<file path="src/ctrc_pkg.sv">
// Purpose: constants for the charge timer and recharge configuration bank
// Assumes: byte-wide register port, 250 MHz system clock
// Notes: 11-bit boost voltage register occupies two consecutive byte addresses, low byte first
package ctrc_pkg;
  localparam logic [7:0] OFS_RECHG = 8'h0a;
  localparam logic [7:0] OFS_BOOSTV_LO = 8'h0b;
  localparam logic [7:0] OFS_BOOSTV_HI = 8'h0c;
  localparam logic [7:0] OFS_BOOSTI = 8'h0d;
  localparam logic [7:0] OFS_TMR = 8'h0e;
  localparam logic [7:0] OFS_REGRST = 8'h09;
  localparam int REGRST_BIT = 6;
  // status register holding timer fault flag
  localparam logic [7:0] OFS_FAULT = 8'h20;
  localparam logic [1:0] RST_DEGLITCH = 2'h2;
  localparam logic [3:0] RST_DROP = 4'h3;
  localparam logic [10:0] RST_BOOSTV = 11'h0dc;
  localparam logic [10:0] BOOSTV_MAX = 11'h780;
  localparam logic [6:0] RST_BOOSTI = 7'h4b;
  localparam logic [6:0] BOOSTI_MIN = 7'h03;
  localparam logic [7:0] RST_TMR = 8'h3d;
  localparam int CLK_MHZ = 250;
  localparam int MS_PER_MIN = 60000;
  localparam logic [15:0] MIN_PER_HR = 16'h003c;
  localparam int TICK_MS = 1;
  localparam int TICK_CYC = TICK_MS * CLK_MHZ * 1000;
  localparam logic [15:0] TOPOFF_STEP_MIN = 16'h000f;
  localparam logic [15:0] PRE_LONG_MIN = 16'h0078;
  localparam logic [15:0] PRE_SHORT_MIN = 16'h001e;
  localparam logic [15:0] TRICKLE_MIN = 16'h003c;
  typedef enum logic [1:0] {CTRC_IDLE, CTRC_TRICKLE, CTRC_PRE, CTRC_FAST} ctrc_phase_t;
endpackage

</file>
<file path="src/ctrc_tick.sv">
// Purpose: divider producing one-cycle enables every millisecond and every minute
// Assumes: halve input slows counting to every other millisecond
// Notes: clear restarts both counts
`timescale 1ns/10ps
`default_nettype none
module ctrc_tick
  import ctrc_pkg::*;
#(
  parameter int TICK_CYCLES = TICK_CYC,
  parameter int MIN_TICKS = MS_PER_MIN
)
(
  input wire logic clk_sys,
  input wire logic sys_rst,
  input wire logic clear,
  input wire logic halve,
  output logic ms_tick,
  output logic min_tick
);
  logic [31:0] cyc_q;
  logic [31:0] ms_q;
  logic odd_q;
  wire cyc_done = (cyc_q == 32'(TICK_CYCLES - 1));
  wire ms_step = cyc_done && (!halve || odd_q);
  wire ms_done = ms_step && (ms_q == 32'(MIN_TICKS - 1));
  always_ff @(posedge clk_sys or posedge sys_rst)
    if (sys_rst)
    begin
      cyc_q <= '0;
      ms_q <= '0;
      odd_q <= 1'b0;
      ms_tick <= 1'b0;
      min_tick <= 1'b0;
    end
    else if (clear)
    begin
      cyc_q <= '0;
      ms_q <= '0;
      odd_q <= 1'b0;
      ms_tick <= 1'b0;
      min_tick <= 1'b0;
    end
    else
    begin
      cyc_q <= cyc_done ? '0 : cyc_q + 32'h1;
      odd_q <= cyc_done ? ~odd_q : odd_q;
      ms_tick <= cyc_done;
      min_tick <= ms_done;
      if (ms_step)
        ms_q <= ms_done ? '0 : ms_q + 32'h1;
    end
endmodule
`default_nettype wire

</file>
<file path="src/ctrc_top.sv">
// Purpose: recharge, boost limit and safety timer configuration bank
// Assumes: simple byte register port fed by the serial interface logic
// Notes: watchdog expiry arrives as a one-cycle pulse from logic on clk_sys
// Functional notes
// RL1 - at power-on the strap sense sets the 2-bit cell count, 0 one cell to 3 four cells.
// RL2 - recharge deglitch code 0..3 picks 64, 256, 1024 or 2048 ms, default code 2.
// RL3 - recharge offset is 50 mV plus 50 mV per code below the target, default code 3.
// RL4 - deglitch and offset reset on watchdog or register reset; cell count does not.
// RL5 - boost voltage is 2800 mV plus 10 mV per code, clamped high, default 0xdc.
// RL6 - boost current is 40 mA per code, clamped up to 120 mA, default 0x4b.
// RL7 - pre-charge timer is 2 h when clear and 0.5 h when set, reset on watchdog or reset.
// RL8 - top-off code 0 disables, 1..3 give 15, 30 or 45 minutes.
// RL9 - trickle timer enable switches a fixed one-hour timer, default on.
// RL10 - separate enables switch the pre-charge and fast timers, both default on.
// RL11 - fast timer code 0..3 gives 5, 8, 12 or 24 hours, default code 2.
// RL12 - with half-speed set, timers count at half rate during power limiting or thermal loop.
// RL13 - writing 1 to the register-reset bit restores defaults and restarts the safety timer.
// RL14 - an enabled timer expiring stops charging and raises a fault flag readable by the host.
`timescale 1ns/10ps
`default_nettype none
module ctrc_top
  import ctrc_pkg::*;
#(
  parameter int TICK_CYCLES = TICK_CYC,
  parameter int MIN_TICKS = MS_PER_MIN
)
(
  input wire logic clk_sys,
  input wire logic sys_rst,
  input wire logic wr_en,
  input wire logic rd_en,
  input wire logic [7:0] addr,
  input wire logic [7:0] wdata,
  output logic [7:0] rdata,
  input wire logic watchdog_expired,
  input wire logic [1:0] strap_resistor_pin,
  input wire logic input_power_limiting,
  input wire logic thermal_regulation,
  input wire logic [1:0] charge_phase_req,
  output logic [1:0] cell_count,
  output logic [1:0] recharge_deglitch_sel,
  output logic [3:0] recharge_drop_offset,
  output logic [10:0] boost_out_voltage_target,
  output logic [6:0] boost_out_current_cap,
  output logic [1:0] topoff_duration,
  output logic charge_allowed,
  output logic timer_fault
);
  function automatic logic [15:0] fast_minutes(input logic [1:0] code);
    unique case (code)
      2'h0: fast_minutes = 16'h0005 * MIN_PER_HR;
      2'h1: fast_minutes = 16'h0008 * MIN_PER_HR;
      2'h2: fast_minutes = 16'h000c * MIN_PER_HR;
      2'h3: fast_minutes = 16'h0018 * MIN_PER_HR;
    endcase
  endfunction

  logic [1:0] strap_s1_q, strap_s2_q, strap_s3_q;
  logic strap_done_q;
  logic [2:0] strap_vld_q;
  logic [1:0] cell_q;
  logic [1:0] deglitch_q;
  logic [3:0] drop_q;
  logic [10:0] boostv_q;
  logic [6:0] boosti_q;
  logic pretmr_q;
  logic [7:0] tmr_q;
  logic fault_q;
  logic [15:0] min_q;
  logic [1:0] phase_q;
  logic min_tick;
  ctrc_phase_t phase_now;

  wire regrst_wr = wr_en && addr == OFS_REGRST && wdata[REGRST_BIT];
  wire cfg_reset = watchdog_expired || regrst_wr; // RL4
  wire half_active = tmr_q[0] && (input_power_limiting || thermal_regulation); // RL12
  wire phase_change = charge_phase_req != phase_q;
  wire tmr_restart = regrst_wr || phase_change; // RL13
  assign phase_now = ctrc_phase_t'(phase_q);
  wire topoff_on = tmr_q[7:6] != 2'h0; // RL8
  wire fault_clear = wr_en && addr == OFS_FAULT;

  logic [15:0] limit_min;
  logic limit_on;
  always_comb
  begin
    limit_min = 16'hffff;
    limit_on = 1'b0;
    unique case (phase_now)
      CTRC_IDLE:
      begin
        limit_min = 16'hffff;
        limit_on = 1'b0;
      end
      CTRC_TRICKLE:
      begin
        limit_min = TRICKLE_MIN; // RL9
        limit_on = tmr_q[5];
      end
      CTRC_PRE:
      begin
        limit_min = pretmr_q ? PRE_SHORT_MIN : PRE_LONG_MIN; // RL7
        limit_on = tmr_q[4]; // RL10
      end
      CTRC_FAST:
      begin
        limit_min = fast_minutes(tmr_q[2:1]); // RL11
        limit_on = tmr_q[3]; // RL10
      end
    endcase
  end
  wire expire = limit_on && min_tick && (min_q + 16'h1 >= limit_min);

  ctrc_tick #(
    .TICK_CYCLES(TICK_CYCLES),
    .MIN_TICKS(MIN_TICKS)
  ) u_tick (
    .clk_sys(clk_sys),
    .sys_rst(sys_rst),
    .clear(tmr_restart),
    .halve(half_active),
    .ms_tick(),
    .min_tick(min_tick)
  );

  // strap is an outside level, so it passes three stages before it is caught
  always_ff @(posedge clk_sys or posedge sys_rst)
    if (sys_rst)
    begin
      strap_s1_q <= 2'h0;
      strap_s2_q <= 2'h0;
      strap_s3_q <= 2'h0;
      strap_done_q <= 1'b0;
      strap_vld_q <= 3'h0;
      cell_q <= 2'h0;
    end
    else
    begin
      strap_s1_q <= strap_resistor_pin;
      strap_s2_q <= strap_s1_q;
      strap_s3_q <= strap_s2_q;
      strap_vld_q <= {strap_vld_q[1:0], 1'b1};
      // wait for a real sample in the last stage, else reset zeros pass as the strap
      if (!strap_done_q && strap_vld_q[2] && strap_s2_q == strap_s3_q)
      begin
        cell_q <= strap_s3_q; // RL1
        strap_done_q <= 1'b1;
      end
      else if (wr_en && addr == OFS_RECHG)
        cell_q <= wdata[7:6];
    end

  always_ff @(posedge clk_sys or posedge sys_rst)
    if (sys_rst)
    begin
      deglitch_q <= RST_DEGLITCH;
      drop_q <= RST_DROP;
      boostv_q <= RST_BOOSTV;
      boosti_q <= RST_BOOSTI;
      pretmr_q <= 1'b0;
      tmr_q <= RST_TMR;
    end
    else if (cfg_reset)
    begin
      deglitch_q <= RST_DEGLITCH; // RL2
      drop_q <= RST_DROP; // RL3
      boostv_q <= RST_BOOSTV; // RL5
      boosti_q <= RST_BOOSTI; // RL6
      pretmr_q <= 1'b0; // RL7
      tmr_q <= RST_TMR; // RL13
    end
    else if (wr_en)
    begin
      if (addr == OFS_RECHG)
      begin
        deglitch_q <= wdata[5:4];
        drop_q <= wdata[3:0];
      end
      if (addr == OFS_BOOSTV_LO)
        boostv_q[7:0] <= wdata;
      if (addr == OFS_BOOSTV_HI)
        boostv_q[10:8] <= wdata[2:0];
      if (addr == OFS_BOOSTI)
      begin
        pretmr_q <= wdata[7];
        boosti_q <= wdata[6:0];
      end
      if (addr == OFS_TMR)
        tmr_q <= wdata;
    end

  // timer state; a fault set in the clearing cycle wins
  always_ff @(posedge clk_sys or posedge sys_rst)
    if (sys_rst)
    begin
      min_q <= 16'h0;
      phase_q <= 2'h0;
      fault_q <= 1'b0;
    end
    else
    begin
      phase_q <= charge_phase_req;
      if (tmr_restart)
        min_q <= 16'h0;
      else if (min_tick && min_q != 16'hffff)
        min_q <= min_q + 16'h1;
      if (expire)
        fault_q <= 1'b1; // RL14
      else if (fault_clear || regrst_wr)
        fault_q <= 1'b0;
    end

  logic [7:0] rd_mux;
  always_comb
  begin
    unique case (addr)
      OFS_RECHG: rd_mux = {cell_q, deglitch_q, drop_q};
      OFS_BOOSTV_LO: rd_mux = boostv_q[7:0];
      OFS_BOOSTV_HI: rd_mux = {5'h00, boostv_q[10:8]}; // RL5
      OFS_BOOSTI: rd_mux = {pretmr_q, boosti_q};
      OFS_TMR: rd_mux = tmr_q;
      OFS_FAULT: rd_mux = {7'h00, fault_q};
      default: rd_mux = 8'h00;
    endcase
  end

  always_ff @(posedge clk_sys or posedge sys_rst)
    if (sys_rst)
    begin
      rdata <= 8'h00;
      cell_count <= 2'h0;
      recharge_deglitch_sel <= RST_DEGLITCH;
      recharge_drop_offset <= RST_DROP;
      boost_out_voltage_target <= RST_BOOSTV;
      boost_out_current_cap <= RST_BOOSTI;
      topoff_duration <= 2'h0;
      charge_allowed <= 1'b1;
      timer_fault <= 1'b0;
    end
    else
    begin
      if (rd_en)
        rdata <= rd_mux;
      cell_count <= cell_q;
      recharge_deglitch_sel <= deglitch_q;
      recharge_drop_offset <= drop_q;
      boost_out_voltage_target <= (boostv_q > BOOSTV_MAX) ? BOOSTV_MAX : boostv_q; // RL5
      boost_out_current_cap <= (boosti_q < BOOSTI_MIN) ? BOOSTI_MIN : boosti_q; // RL6
      topoff_duration <= topoff_on ? tmr_q[7:6] : 2'h0;
      charge_allowed <= !fault_q; // RL14
      timer_fault <= fault_q;
    end
endmodule
`default_nettype wire

</file>
<file path="config.mk">
export PLATFORM = sky130hd
export DESIGN_NAME = ctrc_top
export DESIGN_NICKNAME = d
export VERILOG_FILES = /design/src/ctrc_pkg.sv /design/src/ctrc_tick.sv /design/src/ctrc_top.sv
export SDC_FILE = /design/constraint.sdc
export NUM_CORES = 1
export LEC_CHECK = 0
export BUFFER_PORTS_ARGS = -buffer_cell sky130_fd_sc_hd__buf_2
export CAP_MARGIN = 25
export CORE_AREA = 2 2 129 131
export DETAILED_ROUTE_END_ITERATION = 16
export DIE_AREA = 0 0 131 133
export GPL_ROUTABILITY_DRIVEN = 0
export GPL_TIMING_DRIVEN = 0
export PLACE_DENSITY = 0.74
export SLEW_MARGIN = 30
export SYNTH_ARGS = -nofsm -noshare
export SYNTH_HDL_FRONTEND = slang
export SYNTH_HIERARCHICAL = 1
export SYNTH_SLANG_ARGS = --single-unit
</file>
<file path="constraint.sdc">
create_clock -name clk_sys -period 2.7 [get_ports clk_sys]
set_clock_uncertainty 0.05 [all_clocks]
set_input_delay 0.135 -clock clk_sys [delete_from_list [all_inputs] [get_ports clk_sys]]
set_output_delay 0.135 -clock clk_sys [all_outputs]
set_load 0.03 [all_outputs]
</file>
==> summary.md <==
| Metric | Value |
|---|---|
| Worst skew pair latency | `0.43 ns` |
| Critical Path Fanout Max | `7` |
| Die ar. | `17420 µm²` |
| Hold EP | `tmr_q[6]` |
| IO buf count | `61` |
| Commonest non-fill, non-tap cells in the layout | `132 x dfrtp_1, 94 x nand2_1, 87 x nor2_1` |
| Clock Path Buffers | `2` |
| Clock period minus worst slack | `2.652 ns` |
| Fin. max-slew vios | `0` |
| Max-Cap Viols | `0` |
| Die H | `133 µm` |
| Met1 wire length | `9.188 mm` |
| RR Startpoint | `u_tick/cyc_q[20]` |
| Antenna violations before repair | `0` |
| Vias/cell | `5.777` |
| Rel. slew slack | `45.90%` |
| Data required time at the worst endpoint | `3.01 ns` |
| 1st-pass router iterations | `5` |
| Fillers | `1310` |
| Mapped Cells | `889` |
| Post-route DRC | `0` |
| Worst Setup Start Kind | `register` |
| Clock sink count | `168` |
| Non-Filler Instances | `1223` |
| TritonCTS Buffers | `17` |
| Worst Hold Class | `primary input to register` |
| Setup CP Type | `register to register` |
| Die width | `131 µm` |
| Most common cell after layout, fill and taps aside | `dfrtp_1` |
| Io pins | `65` |
| FF-to-FF setup slack | `0.05 ns` |
| Netlist Area Pre-Place | `8668 µm²` |
| Area grow syn2layout | `18.75%` |
| Starting DRT DRC Count | `505` |
| Arr. time, crit path | `2.96 ns` |
| Fmax | `377.0 MHz` |
| Worst-Margin Slew | `0.8048 ns` |
| Syn nets | `939` |
| Number of global-route vias before repair | `6849` |
| H-tree depth | `4` |
| Peak VDD IR | `0.4263 mV` |
| CTS tree | `yes` |
| Wirelength per Cell | `16.70 µm` |
| Setup Viol. Count Final | `0` |
| GRT Overall Usage | `24.65%` |
| Leak | `4.416 nW` |
| Met2 WL | `9.801 mm` |
| Largest net degree at the start of global routing | `43` |
| Placed cell area | `9385 µm²` |
| Number of nets in the layout | `1040` |
| Crit. End Element | `register` |
| Hold Fails Final Rpt | `0` |
| Syn_area_per_cell | `9.751 µm²` |
| Hold depth | `3` |
| Initial Util | `53.60%` |
| Row cnt | `47` |
| Final instance area | `10290 µm²` |
| Uppermost layer routed | `met4` |
| Hold path startpoint | `wdata[6]` |
| Status | `completed` |
| Fin crit share | `98.23%` |
| CTS Root Cell | `clkbuf_16` |
| Final core utilization | `63.65%` |
| Setup TNS | `0 ns` |
| Share of cells above drive strength 1 | `18.54%` |
| Clock transition at the registers of the reported paths | `0.07 ns` |
| First-pass GRT wire length | `33.89 mm` |
| FF-to-FF End | `u_tick/ms_q[25]` |
| Core footprint | `16170 µm²` |
| Total wire length | `20.43 mm` |
| Placed wire-length estimate | `14.25 mm` |
| ANT nets after route | `0` |
| Warnings, synthesis | `6` |
| Routed wl met3 | `1.061 mm` |
| Gr ovfl total | `0` |
| PD cells | `531.9 nW/µm²` |
| # diodes | `0` |
| Via count | `7065` |
| Placed Cells incl. Taps | `1175` |
| Worst R2R Path Depth | `5` |
## worst max-delay path by stage
stage	start	end	cells past startpoint
after detailed placement	addr[5]	u_tick/ms_q[16]	9
after global routing	u_tick/cyc_q[20]	u_tick/ms_q[20]	5
after CTS	min_q[0]	fault_q	11
final	u_tick/cyc_q[20]	u_tick/ms_q[25]	5
after global placement	addr[5]	u_tick/ms_q[16]	9
after floorplan	min_q[0]	fault_q	11
## timing repair
action	4_1_cts	5_1_grt
endpoints found under the setup margin	66	30
gates cloned	0	0
endpoints found under the hold margin	73	0
resized for setup	12	22
pin swaps	1	1
hold buffers	15	0
setup buffers	2	1
## cell type report
| type | count | area, µm² | share of cell area [%] |
|---|---|---|---|
| multi-input combinational | 645 | 4252 | 41.30 |
| tap | 220 | 275.3 | 2.674 |
| clock buffer | 18 | 439.2 | 4.266 |
| clock inverter | 14 | 161.4 | 1.568 |
| buffer | 49 | 209.0 | 2.030 |
| sequential | 168 | 4249 | 41.28 |
| timing repair buffer | 84 | 608.1 | 5.907 |
| inverter | 25 | 100.1 | 0.9724 |
## flip-flops by register name (all words and copies together) (netlist names), 2 cells and up
signal                    flops
boost_out_current_cap         7
boost_out_voltage_target     11
boosti_q                      7
boostv_q                     11
cell_count                    2
cell_q                        2
deglitch_q                    2
drop_q                        4
min_q                        16
phase_now                     2
rdata                         8
recharge_deglitch_sel         2
recharge_drop_offset          4
strap_s1_q                    2
strap_s2_q                    2
strap_s3_q                    2
strap_vld_q                   3
tmr_q                         8
topoff_duration               2
u_tick/cyc_q                 32
u_tick/ms_q                  32
## power by group
part / switching, mW / internal [mW]
clock network: 1.11 / 1.34
registers: 0.0316 / 2.58
logic: 0.285 / 0.136
total: 1.43 / 4.05
## critical path, cell delays in order, from the launching register on
cell and delay [ns]:
dfrtp_1 0.45, or4_4 0.56, nor4b_4 0.41, nand3_1 0.37
or4_1 0.58, a21oi_1 0.15
## stage by stage
stage                     hold WS (ns)  total power, mW  setup WS, ns
after floorplan                 0.1164            2.891       0.09983
after global placement          0.1943            3.024       -0.7318
after detailed placement        0.1236            3.052       -0.7028
after CTS                     0.007707            5.512       0.02148
after global routing           0.01623            5.680     -0.009125
final                          0.03574            5.475       0.04771
## metal layers
metal  vias up  track usage, %
met5         -               0
met3        36           4.529
met4         0           7.742
met1      3397           34.80
met2       245           38.72
li1       3387               -
No activity file was read; power rests on OpenSTA's default activity.
